<file path="src/dip_defines.vh">
// constants for the slice input pipeline and pre-adder
`ifndef DIP_DEFINES_VH
`define DIP_DEFINES_VH
`define DIP_A_W 30
`define DIP_B_W 18
`define DIP_C_W 48
`define DIP_D_W 25
`define DIP_MA_W 25
`define DIP_PP_W 43
`define DIP_IM_W 5
`define DIP_OP_W 7
`define DIP_ALU_W 4
`define DIP_CS_W 3
`define DIP_ADDR_CFG 12'h000
`define DIP_ADDR_STAT 12'h004
`define DIP_CFG_RESET 32'h00000000
`define DIP_CFG_W 23
`define DIP_F_A_STAGE_COUNT 0
`define DIP_F_B_STAGE_COUNT 2
`define DIP_F_ACASC 4
`define DIP_F_BCASC 6
`define DIP_F_PREADD_REG_SELECT 8
`define DIP_F_ALUREG 9
`define DIP_F_C_REG_SELECT 10
`define DIP_F_CIREG 11
`define DIP_F_CSREG 12
`define DIP_F_D_REG_SELECT 13
`define DIP_F_IMREG 14
`define DIP_F_MULT_REG_SELECT 15
`define DIP_F_OPREG 16
`define DIP_F_OUT_REG_SELECT 17
`define DIP_F_PREUSE 18
`define DIP_F_MUSE 19
`define DIP_F_A_CASCADE_IN 21
`define DIP_F_B_CASCADE_IN 22
`define DIP_MUSE_NONE 2'h0
`define DIP_MUSE_MULT 2'h1
`define DIP_MUSE_DYN 2'h2
`define DIP_XSEL_M 2'h1
`define DIP_XSEL_AB 2'h3
`define DIP_YSEL_M 2'h1
`define DIP_YSEL_C 2'h3
`define DIP_HTRANS_NONSEQ 2'h2
`endif

</file>
<file path="src/dip_input_pipeline.v">
// input pipeline, pre-adder and multiplier stage of a multiply-accumulate slice
// Functional notes
// - A input has two optional stages, separate enables, shared synchronous reset.
// - B input has two optional stages, separate enables, shared synchronous reset.
// - optional pre-adder result register, own enable, cleared by the D path reset.
// - optional ALU operation word register with own enable and reset.
// - optional C input register with own enable and reset.
// - optional carry input register, own enable, cleared by all-carry reset.
// - optional carry source select register using the shared control enable and reset.
// - optional D register, own enable, cleared by the D path reset.
// - optional 5-bit input mode register controls pre-adder, sign and A source.
// - internal multiplier carry register uses multiplier enable and reset.
// - optional multiplier register holds two 43-bit partial products.
// - optional operating mode word register using control enable and reset.
// - optional output register captures results and drives the cascade outputs.
// - data ports: A 30, B 18, C 48, D 25 bits.
// - signed 25 by 18 multiplier from low A bits and B path.
// - A:B concatenation bypasses multiplier, A upper 30, B lower 18 bits.
// - cascaded A and B operands arrive on dedicated 30 and 18 bit inputs.
// - direct and cascade paths support zero, one or two stages.
// - mode bit 0 picks first or second A stage; bit 1 zeroes it.
// - with pre-adder, bit 2 adds D and bit 3 negates the A term.
// - mode bit 4 picks the B stage, independent of pre-adder encoding.
// - mode bit 4 zero selects second B stage, one selects first.
`timescale 1ns/10ps
`include "dip_defines.vh"
module dip_input_pipeline (
  input wire clk,
  input wire rst_n,
  input wire hsel,
  input wire [31:0] haddr,
  input wire [1:0] htrans,
  input wire hwrite,
  input wire [2:0] hsize,
  input wire [31:0] hwdata,
  input wire hready,
  output reg [31:0] hrdata,
  output reg hreadyout,
  output reg hresp,
  input wire [`DIP_A_W-1:0] a_in,
  input wire [`DIP_B_W-1:0] b_in,
  input wire [`DIP_C_W-1:0] c_in,
  input wire [`DIP_D_W-1:0] d_in,
  input wire [`DIP_A_W-1:0] a_cascade_in,
  input wire [`DIP_B_W-1:0] b_cascade_in,
  input wire [`DIP_IM_W-1:0] input_mode_word,
  input wire [`DIP_OP_W-1:0] operating_mode_word,
  input wire [`DIP_ALU_W-1:0] alu_op_word,
  input wire carry_input,
  input wire [`DIP_CS_W-1:0] carry_source_select,
  input wire a_first_stage_enable,
  input wire a_second_stage_enable,
  input wire b_first_stage_enable,
  input wire b_second_stage_enable,
  input wire preadd_reg_enable,
  input wire d_input_enable,
  input wire c_reg_enable,
  input wire alu_op_reg_enable,
  input wire carry_in_reg_enable,
  input wire ctrl_reg_enable,
  input wire input_mode_reg_enable,
  input wire mult_reg_enable,
  input wire out_reg_enable,
  input wire a_stage_reset,
  input wire b_stage_reset,
  input wire d_path_reset,
  input wire c_reg_reset,
  input wire alu_op_reg_reset,
  input wire all_carry_in_reset,
  input wire ctrl_reg_reset,
  input wire input_mode_reg_reset,
  input wire mult_reg_reset,
  input wire out_reg_reset,
  output wire [`DIP_A_W-1:0] a_cascade_out,
  output wire [`DIP_B_W-1:0] b_cascade_out,
  output wire [`DIP_C_W-1:0] result,
  output wire carry_out,
  output wire pattern_match_flag,
  output wire [`DIP_C_W-1:0] result_cascade_out,
  output wire carry_cascade_out,
  output wire mult_sign_cascade_out
);

  // picks the stage output for a 0, 1 or 2 deep path
  function [`DIP_A_W-1:0] stage_pick;
    input [1:0] depth;
    input [`DIP_A_W-1:0] thru;
    input [`DIP_A_W-1:0] reg_val;
    begin
      stage_pick = (depth == 2'h0) ? thru : reg_val;
    end
  endfunction

  // configuration word written by software
  reg [`DIP_CFG_W-1:0] cfg_q;
  reg wr_pend_q;
  wire [1:0] a_depth = cfg_q[`DIP_F_A_STAGE_COUNT+1:`DIP_F_A_STAGE_COUNT];
  wire [1:0] b_depth = cfg_q[`DIP_F_B_STAGE_COUNT+1:`DIP_F_B_STAGE_COUNT];
  wire [1:0] a_casc = cfg_q[`DIP_F_ACASC+1:`DIP_F_ACASC];
  wire [1:0] b_casc = cfg_q[`DIP_F_BCASC+1:`DIP_F_BCASC];
  wire [1:0] mult_usage = cfg_q[`DIP_F_MUSE+1:`DIP_F_MUSE];
  wire preadder_use = cfg_q[`DIP_F_PREUSE];

  // pipeline registers
  reg [`DIP_A_W-1:0] a1_q;
  reg [`DIP_A_W-1:0] a2_q;
  reg [`DIP_B_W-1:0] b1_q;
  reg [`DIP_B_W-1:0] b2_q;
  reg [`DIP_D_W-1:0] d_q;
  reg [`DIP_MA_W-1:0] ad_q;
  reg [`DIP_C_W-1:0] c_q;
  reg [`DIP_IM_W-1:0] im_q;
  reg [`DIP_OP_W-1:0] op_q;
  reg [`DIP_ALU_W-1:0] alu_q;
  reg ci_q;
  reg [`DIP_CS_W-1:0] cs_q;
  reg [`DIP_PP_W-1:0] pp0_q;
  reg [`DIP_PP_W-1:0] pp1_q;
  reg mcarry_q;
  reg [`DIP_C_W-1:0] p_q;
  reg co_q;
  reg pat_q;
  reg msign_q;

  // source choice: dedicated cascade inputs versus direct ports
  wire [`DIP_A_W-1:0] a_src = cfg_q[`DIP_F_A_CASCADE_IN] ? a_cascade_in : a_in;
  wire [`DIP_B_W-1:0] b_src = cfg_q[`DIP_F_B_CASCADE_IN] ? b_cascade_in : b_in;

  // depth two feeds the second stage from the first
  wire [`DIP_A_W-1:0] a1_eff = (a_depth == 2'h2) ? a1_q : a_src;
  wire [`DIP_B_W-1:0] b1_eff = (b_depth == 2'h2) ? b1_q : b_src;
  wire [`DIP_A_W-1:0] a2_eff = stage_pick(a_depth, a_src, a2_q);
  wire [`DIP_A_W-1:0] b2_wide = stage_pick(b_depth, {12'h000, b_src}, {12'h000, b2_q});
  wire [`DIP_B_W-1:0] b2_eff = b2_wide[`DIP_B_W-1:0];

  // cascade out taps the chosen stage
  assign a_cascade_out = (a_casc == 2'h0) ? a_src : ((a_casc == 2'h1) ? a2_eff : a1_q);
  assign b_cascade_out = (b_casc == 2'h0) ? b_src : ((b_casc == 2'h1) ? b2_eff : b1_q);

  // registered or flow-through input mode word
  wire [`DIP_IM_W-1:0] im_eff = cfg_q[`DIP_F_IMREG] ? im_q : input_mode_word;
  wire [`DIP_D_W-1:0] d_eff = cfg_q[`DIP_F_D_REG_SELECT] ? d_q : d_in;
  wire [`DIP_C_W-1:0] c_eff = cfg_q[`DIP_F_C_REG_SELECT] ? c_q : c_in;
  wire [`DIP_OP_W-1:0] op_eff = cfg_q[`DIP_F_OPREG] ? op_q : operating_mode_word;
  wire [`DIP_ALU_W-1:0] alu_eff = cfg_q[`DIP_F_ALUREG] ? alu_q : alu_op_word;
  wire ci_eff = cfg_q[`DIP_F_CIREG] ? ci_q : carry_input;
  wire [`DIP_CS_W-1:0] cs_eff = cfg_q[`DIP_F_CSREG] ? cs_q : carry_source_select;

  // A operand stage select and zero force
  wire [`DIP_A_W-1:0] a_sel = im_eff[0] ? a1_eff : a2_eff;
  wire [`DIP_MA_W-1:0] a_term = im_eff[1] ? {`DIP_MA_W{1'b0}} : a_sel[`DIP_MA_W-1:0];
  // pre-adder bits only act when the pre-adder is in use
  wire d_add = preadder_use & im_eff[2];
  wire a_neg = preadder_use & im_eff[3];
  wire [`DIP_D_W-1:0] d_term = d_add ? d_eff : {`DIP_D_W{1'b0}};
  wire [`DIP_MA_W-1:0] ad_sum = a_neg ? (d_term - a_term) : (d_term + a_term);
  wire [`DIP_MA_W-1:0] mult_a = cfg_q[`DIP_F_PREADD_REG_SELECT] ? ad_q : ad_sum;
  // mode bit 4 alone picks the B stage
  wire [`DIP_B_W-1:0] mult_b = im_eff[4] ? b1_eff : b2_eff;

  wire signed [`DIP_PP_W-1:0] prod = $signed(mult_a) * $signed(mult_b);
  // power saving when the multiplier is declared unused
  wire [`DIP_PP_W-1:0] prod_g = (mult_usage == `DIP_MUSE_NONE) ? {`DIP_PP_W{1'b0}} : prod;
  // second partial product kept zero so the X plus Y sum is the product
  wire [`DIP_PP_W-1:0] pp1_d = {`DIP_PP_W{1'b0}};
  wire [`DIP_PP_W-1:0] pp0_eff = cfg_q[`DIP_F_MULT_REG_SELECT] ? pp0_q : prod_g;
  wire [`DIP_PP_W-1:0] pp1_eff = cfg_q[`DIP_F_MULT_REG_SELECT] ? pp1_q : pp1_d;
  wire msign_eff = cfg_q[`DIP_F_MULT_REG_SELECT] ? mcarry_q : prod_g[`DIP_PP_W-1];

  // A:B bypass only when multiplier is none or dynamic
  wire ab_ok = (mult_usage == `DIP_MUSE_NONE) | (mult_usage == `DIP_MUSE_DYN);
  wire [`DIP_C_W-1:0] ab_cat = {a2_eff, b2_eff};
  wire [`DIP_C_W-1:0] x_val = (op_eff[1:0] == `DIP_XSEL_AB && ab_ok) ? ab_cat :
                              ((op_eff[1:0] == `DIP_XSEL_M) ? {{5{pp0_eff[`DIP_PP_W-1]}}, pp0_eff} : 48'h000000000000);
  wire [`DIP_C_W-1:0] y_val = (op_eff[3:2] == `DIP_YSEL_M) ? {{5{pp1_eff[`DIP_PP_W-1]}}, pp1_eff} :
                              ((op_eff[3:2] == `DIP_YSEL_C) ? c_eff : 48'h000000000000);
  wire [`DIP_C_W:0] xy_sum = {1'b0, x_val} + {1'b0, y_val};
  wire pat_d = (xy_sum[`DIP_C_W-1:0] == c_eff);

  // A stages, own enables, shared reset
  always @(posedge clk) begin
    if (!rst_n || a_stage_reset) begin
      a1_q <= 30'h00000000;
      a2_q <= 30'h00000000;
    end else begin
      if (a_first_stage_enable)
        a1_q <= a_src;
      if (a_second_stage_enable)
        a2_q <= a1_eff;
    end
  end

  // B stages, own enables, shared reset
  always @(posedge clk) begin
    if (!rst_n || b_stage_reset) begin
      b1_q <= 18'h00000;
      b2_q <= 18'h00000;
    end else begin
      if (b_first_stage_enable)
        b1_q <= b_src;
      if (b_second_stage_enable)
        b2_q <= b1_eff;
    end
  end

  // D register and pre-adder register share one reset
  always @(posedge clk) begin
    if (!rst_n || d_path_reset) begin
      d_q <= 25'h0000000;
      ad_q <= 25'h0000000;
    end else begin
      if (d_input_enable)
        d_q <= d_in;
      if (preadd_reg_enable)
        ad_q <= ad_sum;
    end
  end

  always @(posedge clk) begin
    if (!rst_n || c_reg_reset)
      c_q <= 48'h000000000000;
    else if (c_reg_enable)
      c_q <= c_in;
  end

  always @(posedge clk) begin
    if (!rst_n || input_mode_reg_reset)
      im_q <= 5'h00;
    else if (input_mode_reg_enable)
      im_q <= input_mode_word;
  end

  always @(posedge clk) begin
    if (!rst_n || alu_op_reg_reset)
      alu_q <= 4'h0;
    else if (alu_op_reg_enable)
      alu_q <= alu_op_word;
  end

  always @(posedge clk) begin
    if (!rst_n || all_carry_in_reset)
      ci_q <= 1'b0;
    else if (carry_in_reg_enable)
      ci_q <= carry_input;
  end

  // carry select and operating mode share control enable and reset
  always @(posedge clk) begin
    if (!rst_n || ctrl_reg_reset) begin
      cs_q <= 3'h0;
      op_q <= 7'h00;
    end else if (ctrl_reg_enable) begin
      cs_q <= carry_source_select;
      op_q <= operating_mode_word;
    end
  end

  // partial product register and internal carry register
  always @(posedge clk) begin
    if (!rst_n || mult_reg_reset) begin
      pp0_q <= 43'h00000000000;
      pp1_q <= 43'h00000000000;
      mcarry_q <= 1'b0;
    end else if (mult_reg_enable) begin
      pp0_q <= prod_g;
      pp1_q <= pp1_d;
      mcarry_q <= prod_g[`DIP_PP_W-1];
    end
  end

  // output register also feeds the cascade outputs
  always @(posedge clk) begin
    if (!rst_n || out_reg_reset) begin
      p_q <= 48'h000000000000;
      co_q <= 1'b0;
      pat_q <= 1'b0;
      msign_q <= 1'b0;
    end else if (out_reg_enable) begin
      p_q <= xy_sum[`DIP_C_W-1:0];
      co_q <= xy_sum[`DIP_C_W];
      pat_q <= pat_d;
      msign_q <= msign_eff;
    end
  end

  // flow-through when the output register is configured out
  assign result = cfg_q[`DIP_F_OUT_REG_SELECT] ? p_q : xy_sum[`DIP_C_W-1:0];
  assign carry_out = cfg_q[`DIP_F_OUT_REG_SELECT] ? co_q : xy_sum[`DIP_C_W];
  assign pattern_match_flag = cfg_q[`DIP_F_OUT_REG_SELECT] ? pat_q : pat_d;
  assign result_cascade_out = result;
  assign carry_cascade_out = carry_out;
  assign mult_sign_cascade_out = cfg_q[`DIP_F_OUT_REG_SELECT] ? msign_q : msign_eff;

  // bus slave: zero wait states, read data prepared in the address phase
  wire addr_ok = hsel && hready && htrans == `DIP_HTRANS_NONSEQ;
  wire [31:0] stat_word = {12'h000, ci_eff, cs_eff, alu_eff, op_eff, im_eff};
  reg [11:0] wr_addr_q;
  always @(posedge clk) begin
    if (!rst_n) begin
      cfg_q <= 23'h000000;
      wr_pend_q <= 1'b0;
      wr_addr_q <= 12'h000;
      hrdata <= 32'h00000000;
      hreadyout <= 1'b0;
      hresp <= 1'b0;
    end else begin
      hreadyout <= 1'b1;
      hresp <= 1'b0;
      wr_pend_q <= addr_ok && hwrite;
      wr_addr_q <= haddr[11:0];
      // write data arrives one cycle after its address
      if (wr_pend_q && wr_addr_q == `DIP_ADDR_CFG)
        cfg_q <= hwdata[`DIP_CFG_W-1:0];
      if (addr_ok && !hwrite) begin
        if (haddr[11:0] == `DIP_ADDR_CFG)
          hrdata <= {9'h000, cfg_q};
        else if (haddr[11:0] == `DIP_ADDR_STAT)
          hrdata <= stat_word;
        else
          hrdata <= 32'h00000000;
      end
    end
  end

endmodule

</file>
<file path="config.mk">
export PLATFORM = sky130hd
export DESIGN_NAME = dip_input_pipeline
export DESIGN_NICKNAME = d
export VERILOG_FILES = /design/src/dip_input_pipeline.v
export VERILOG_INCLUDE_DIRS = /design/src
export SDC_FILE = /design/constraint.sdc
export NUM_CORES = 2
export LEC_CHECK = 0
export BUFFER_PORTS_ARGS = -buffer_cell sky130_fd_sc_hd__buf_2
export CAP_MARGIN = 30
export CORE_MARGIN = 5
export CORE_UTILIZATION = 55
export DETAILED_ROUTE_END_ITERATION = 10
export HOLD_SLACK_MARGIN = 0.05
export PLACE_DENSITY = 0.76
export SYNTH_ARGS = -nofsm -noshare
export SYNTH_HDL_FRONTEND = slang
export SYNTH_SLANG_ARGS = --single-unit
</file>
<file path="constraint.sdc">
create_clock -name clk -period 19.18 [get_ports clk]
set_clock_uncertainty 0.05 [all_clocks]
set_input_delay 0.959 -clock clk [delete_from_list [all_inputs] [get_ports clk]]
set_output_delay 0.959 -clock clk [all_outputs]
set_load 0.02 [all_outputs]
</file>
==> reports/qor.csv <==
stage,metric,value,unit
min_path,Hold Path Sink,pp0_q[11]$_SDFFE_PP0P_,
sta,FMAX,0.0547,GHz
detailed_routing,Final ANT Viol Nets,0,
synth,most frequent cell after synthesis,nor2_1,
synth,sequential element share of the synthesized area,17.4,%
global_routing,Tot GR Track Use,33.0,%
synth,post-synthesis instance total,5275,
synth,synth unique cells,100,
synth,ranking of synthesized cells by area,"fa_1, dfxtp_1, mux2i_1",
detailed_routing,via count,39200,
synth,fraction of registers with async set or reset after synthesis,0,%
cells_and_area,P&R area growth vs syn,9.49,%
detailed_routing,DR vias/cell,6.00,
detailed_routing,DRC Markers,0,
global_routing,largest net degree at the start of global routing,89,
sta,RSZ-0062 raised after global routing,no,
floorplanning,DIE AREA,82500,µm²
worst_setup_path,CP dominant cell by count,fa_1,
clock_network,worst skew pair latency,0.61,ns
global_routing,gr ovfl total,0,
global_routing,vias in the first global route,37900,
sta,final setup TNS,0,ns
sta,slew margin rel.,30.5,%
clock_network,CTS root buffer,clkbuf_16,
placed_design,dpl hpwl,109000,µm
sta,final setup vio count,0,
clock_network,clock buffer count from CTS,43,
floorplanning,Vert. Die Dim,287,µm
sta,Period minus WS final,18.28,ns
power_and_ir_drop,Power per Cell Area,178,nW/µm²
synth,Post-synth top cells,"nor2_1, inv_1, nand2_1, fa_1, mux2i_1",
worst_setup_path,kind of critical path,reg -> out,
power_and_ir_drop,Pleak,21.3,nW
worst_setup_path,path depth of the worst reg2reg path,53,
clock_network,Clock transition at path regs,0.06,ns
global_routing,global-route wire length before repair,214000,µm
worst_setup_path,CP Capture Type,primary output,
cells_and_area,share of cells above drive strength 1,13.6,%
detailed_routing,total wire length,141000,µm
worst_setup_path,Worst path slowest cell,dfxtp_2,
sta,final slew viol count,0,
clock_network,# resized after CTS,0,
synth,leading area contributor after synthesis,fa_1,
clock_network,Post-CTS Hold Buffers,0,
worst_setup_path,crit start category,flop,
synth,Synth top area share,20.7,%
worst_setup_path,Critical Path Max Stage Delay,0.65,ns
detailed_routing,WL per Instance,21.6,µm
clock_network,Post CTS Setup Buffer Count,0,
clock_network,CTS tree,built,
power_and_ir_drop,VDD IR-drop max,0.455,mV
run_status,status,finished clean,
job,# Max-Cap Violations,0,
clock_network,Sink Count,368,
detailed_routing,first-pass detailed-route iteration total,6,
synth,Yosys warnings,0,
min_path,worst hold start,pp0_q[11]$_SDFFE_PP0P_,
sta,final worst path period share,95.3,%
floorplanning,Die Span X,287,µm
worst_setup_path,Worst R2R End,pat_q$_SDFFE_PP0P_,
min_path,WHS Path Cells,2,
synth,most common flop cell mapped by yosys,dfxtp_1,
synth,register bit total from synthesis,368,
floorplanning,row count,101,
worst_setup_path,worst reg2reg path startpoint,cfg_q[21]$_SDFFE_PN0P_,
synth,Post-Syn Area,42300,µm²
clock_network,htree depth,2,
floorplanning,# IOs,468,
detailed_routing,Initial DRC Count,3781,
clock_network,Clock Tree Buf Depth,3,
worst_setup_path,Worst EP required,18.17,ns
worst_setup_path,R2R Setup Slk,2.76,ns
synth,"EDFF count, synth",0,
sta,Final Hold Fails,0,
placed_design,GPL Wtd Cong,0.982,
sta,worst-margin pin slew,1.04,ns
worst_setup_path,worst-path maximum fanout,23,
min_path,hold crit path type,reg -> reg,
cells_and_area,Final Non-Filler Cells,6530,
floorplanning,starting density of the core,55.6,%
floorplanning,Core Footprint,76100,µm²
synth,Syn Area/Cell,8.01,µm²
worst_setup_path,Critical Path AT,17.27,ns
placed_design,Post-Place Cells,6442,
cells_and_area,fin nets,6364,
placed_design,IO Port Bufs,425,
global_routing,initial antenna violation count,8,
-- routing by layer --
layer / vias up / GRT usage (%) / wire (µm) / part of all wire [%]
met2: 1899 / 53.3 / 64300 / 46
li1: 17900 / - / - / -
met5: - / 0 / 0 / 0
met4: 0 / 13.1 / 6370 / 4.5
met1: 19100 / 44.2 / 57000 / 40
met3: 346 / 5.85 / 13200 / 9.4
-- cell usage in the layout, fill, tap and decap left out, drive strengths merged, types with 11 or more instances in the layout --
cell type | synthesis | routed
nor2 | 788 | 789
inv | 529 | 531
nand2 | 527 | 527
buf | 131 | 519
fa | 436 | 436
mux2i | 373 | 373
dfxtp | 368 | 368
a21oi | 277 | 277
o21ai | 249 | 249
ha | 181 | 181
xnor2 | 116 | 116
nor2b | 100 | 100
nand3 | 76 | 76
a211oi | 72 | 72
mux2 | 72 | 72
nor3 | 62 | 62
clkbuf | 258 | 57
and2 | 53 | 53
xor2 | 50 | 50
a21o | 49 | 49
nand2b | 46 | 46
o22ai | 41 | 41
nand4 | 34 | 34
o221ai | 29 | 29
a2111oi | 29 | 29
and3 | 23 | 23
a31oi | 23 | 23
o21a | 20 | 20
o21bai | 19 | 19
or3 | 17 | 17
nor4 | 16 | 16
clkinv | 1 | 15
or2 | 14 | 14
o221a | 13 | 13
a311oi | 13 | 13
o211ai | 12 | 12
a22oi | 11 | 11
o311ai | 11 | 11
-- critical path, delay by kind of cell, from the launching register on --
| family | cells | cell delay [ns] |
|---|---|---|
| simple gates | 15 | 3.67 |
| compound gates | 20 | 5.48 |
| mux | 2 | 1.01 |
| buf+inv | 6 | 0.86 |
| flops | 1 | 0.65 |
| fa+ha+maj | 9 | 4.38 |
| xor+xnor | 2 | 0.55 |
-- logic make-up (layout without fill, tap and decap cells) --
group                    after synthesis  after routing  synth area share [%]
other                                  1             17               0.00887
flip-flops                           368            368                  17.4
multiplexers                         445            445                  10.8
AND/OR/NAND/NOR                     1791           1792                  18.5
buffers and inverters                919           1127                  8.86
XOR/XNOR                             169            169                  3.62
AO/OA/AOI/OAI                        963            963                  14.8
adder cells (fa/ha/maj)              619            619                  26.1
-- worst max path at each step --
stage / startpoint / cells after the start / end / slack, ns
4_1_cts: cfg_q[0]$_SDFFE_PN0P_ / 54 / pattern_match_flag / 0.80
6_report: cfg_q[21]$_SDFFE_PN0P_ / 54 / pattern_match_flag / 0.90
3_3_place_gp: input_mode_word[0] / 54 / pattern_match_flag / 1.53
5_1_grt: cfg_q[21]$_SDFFE_PN0P_ / 54 / pattern_match_flag / 0.09
2_1_floorplan: input_mode_word[0] / 57 / pattern_match_flag / 4.03
3_5_place_dp: input_mode_word[0] / 54 / pattern_match_flag / 1.43
-- power by group --
| group | internal (mW) | switching (mW) |
|---|---|---|
| registers | 0.785 | 0.0130 |
| clock network | 0.465 | 0.378 |
| logic | 2.64 | 3.98 |
-- sequential cells by signal (all words and copies together), names as in the netlist, 23 cells and up --
register / cells
a1_q: 30
a2_q: 30
ad_q: 25
c_q: 48
cfg_q: 23
d_q: 25
hrdata: 23
p_q: 48
pp0_q: 43
-- per-stage QoR --
step / cell area [µm²] / utilization [%] / power (mW) / setup slack [ns] / hold slack (ns)
detailed placement: 44800 / 58.8 / 7.33 / 1.43 / 0.406
floorplan: 42300 / - / 5.66 / 4.03 / 0.395
global route: 46300 / 60.8 / 8.96 / 0.0913 / 0.437
CTS: 46200 / 60.7 / 8.21 / 0.795 / 0.417
finish: 46300 / 60.8 / 8.26 / 0.896 / 0.418
global placement: 44700 / 58.8 / 7.19 / 1.53 / 0.398
-- cell type report --
cell class / instances / area [µm²]
Multi-Input combinational cell: 3998 / 31300
Fill cell: 6802 / 29800
Sequential cell: 368 / 7370
Timing Repair Buffer: 520 / 2880
Inverter: 530 / 1990
Tap cell: 1030 / 1290
Clock buffer: 57 / 1210
Clock inverter: 20 / 213
Antenna cell: 7 / 17.5
No activity file was read; power rests on OpenSTA's default activity.
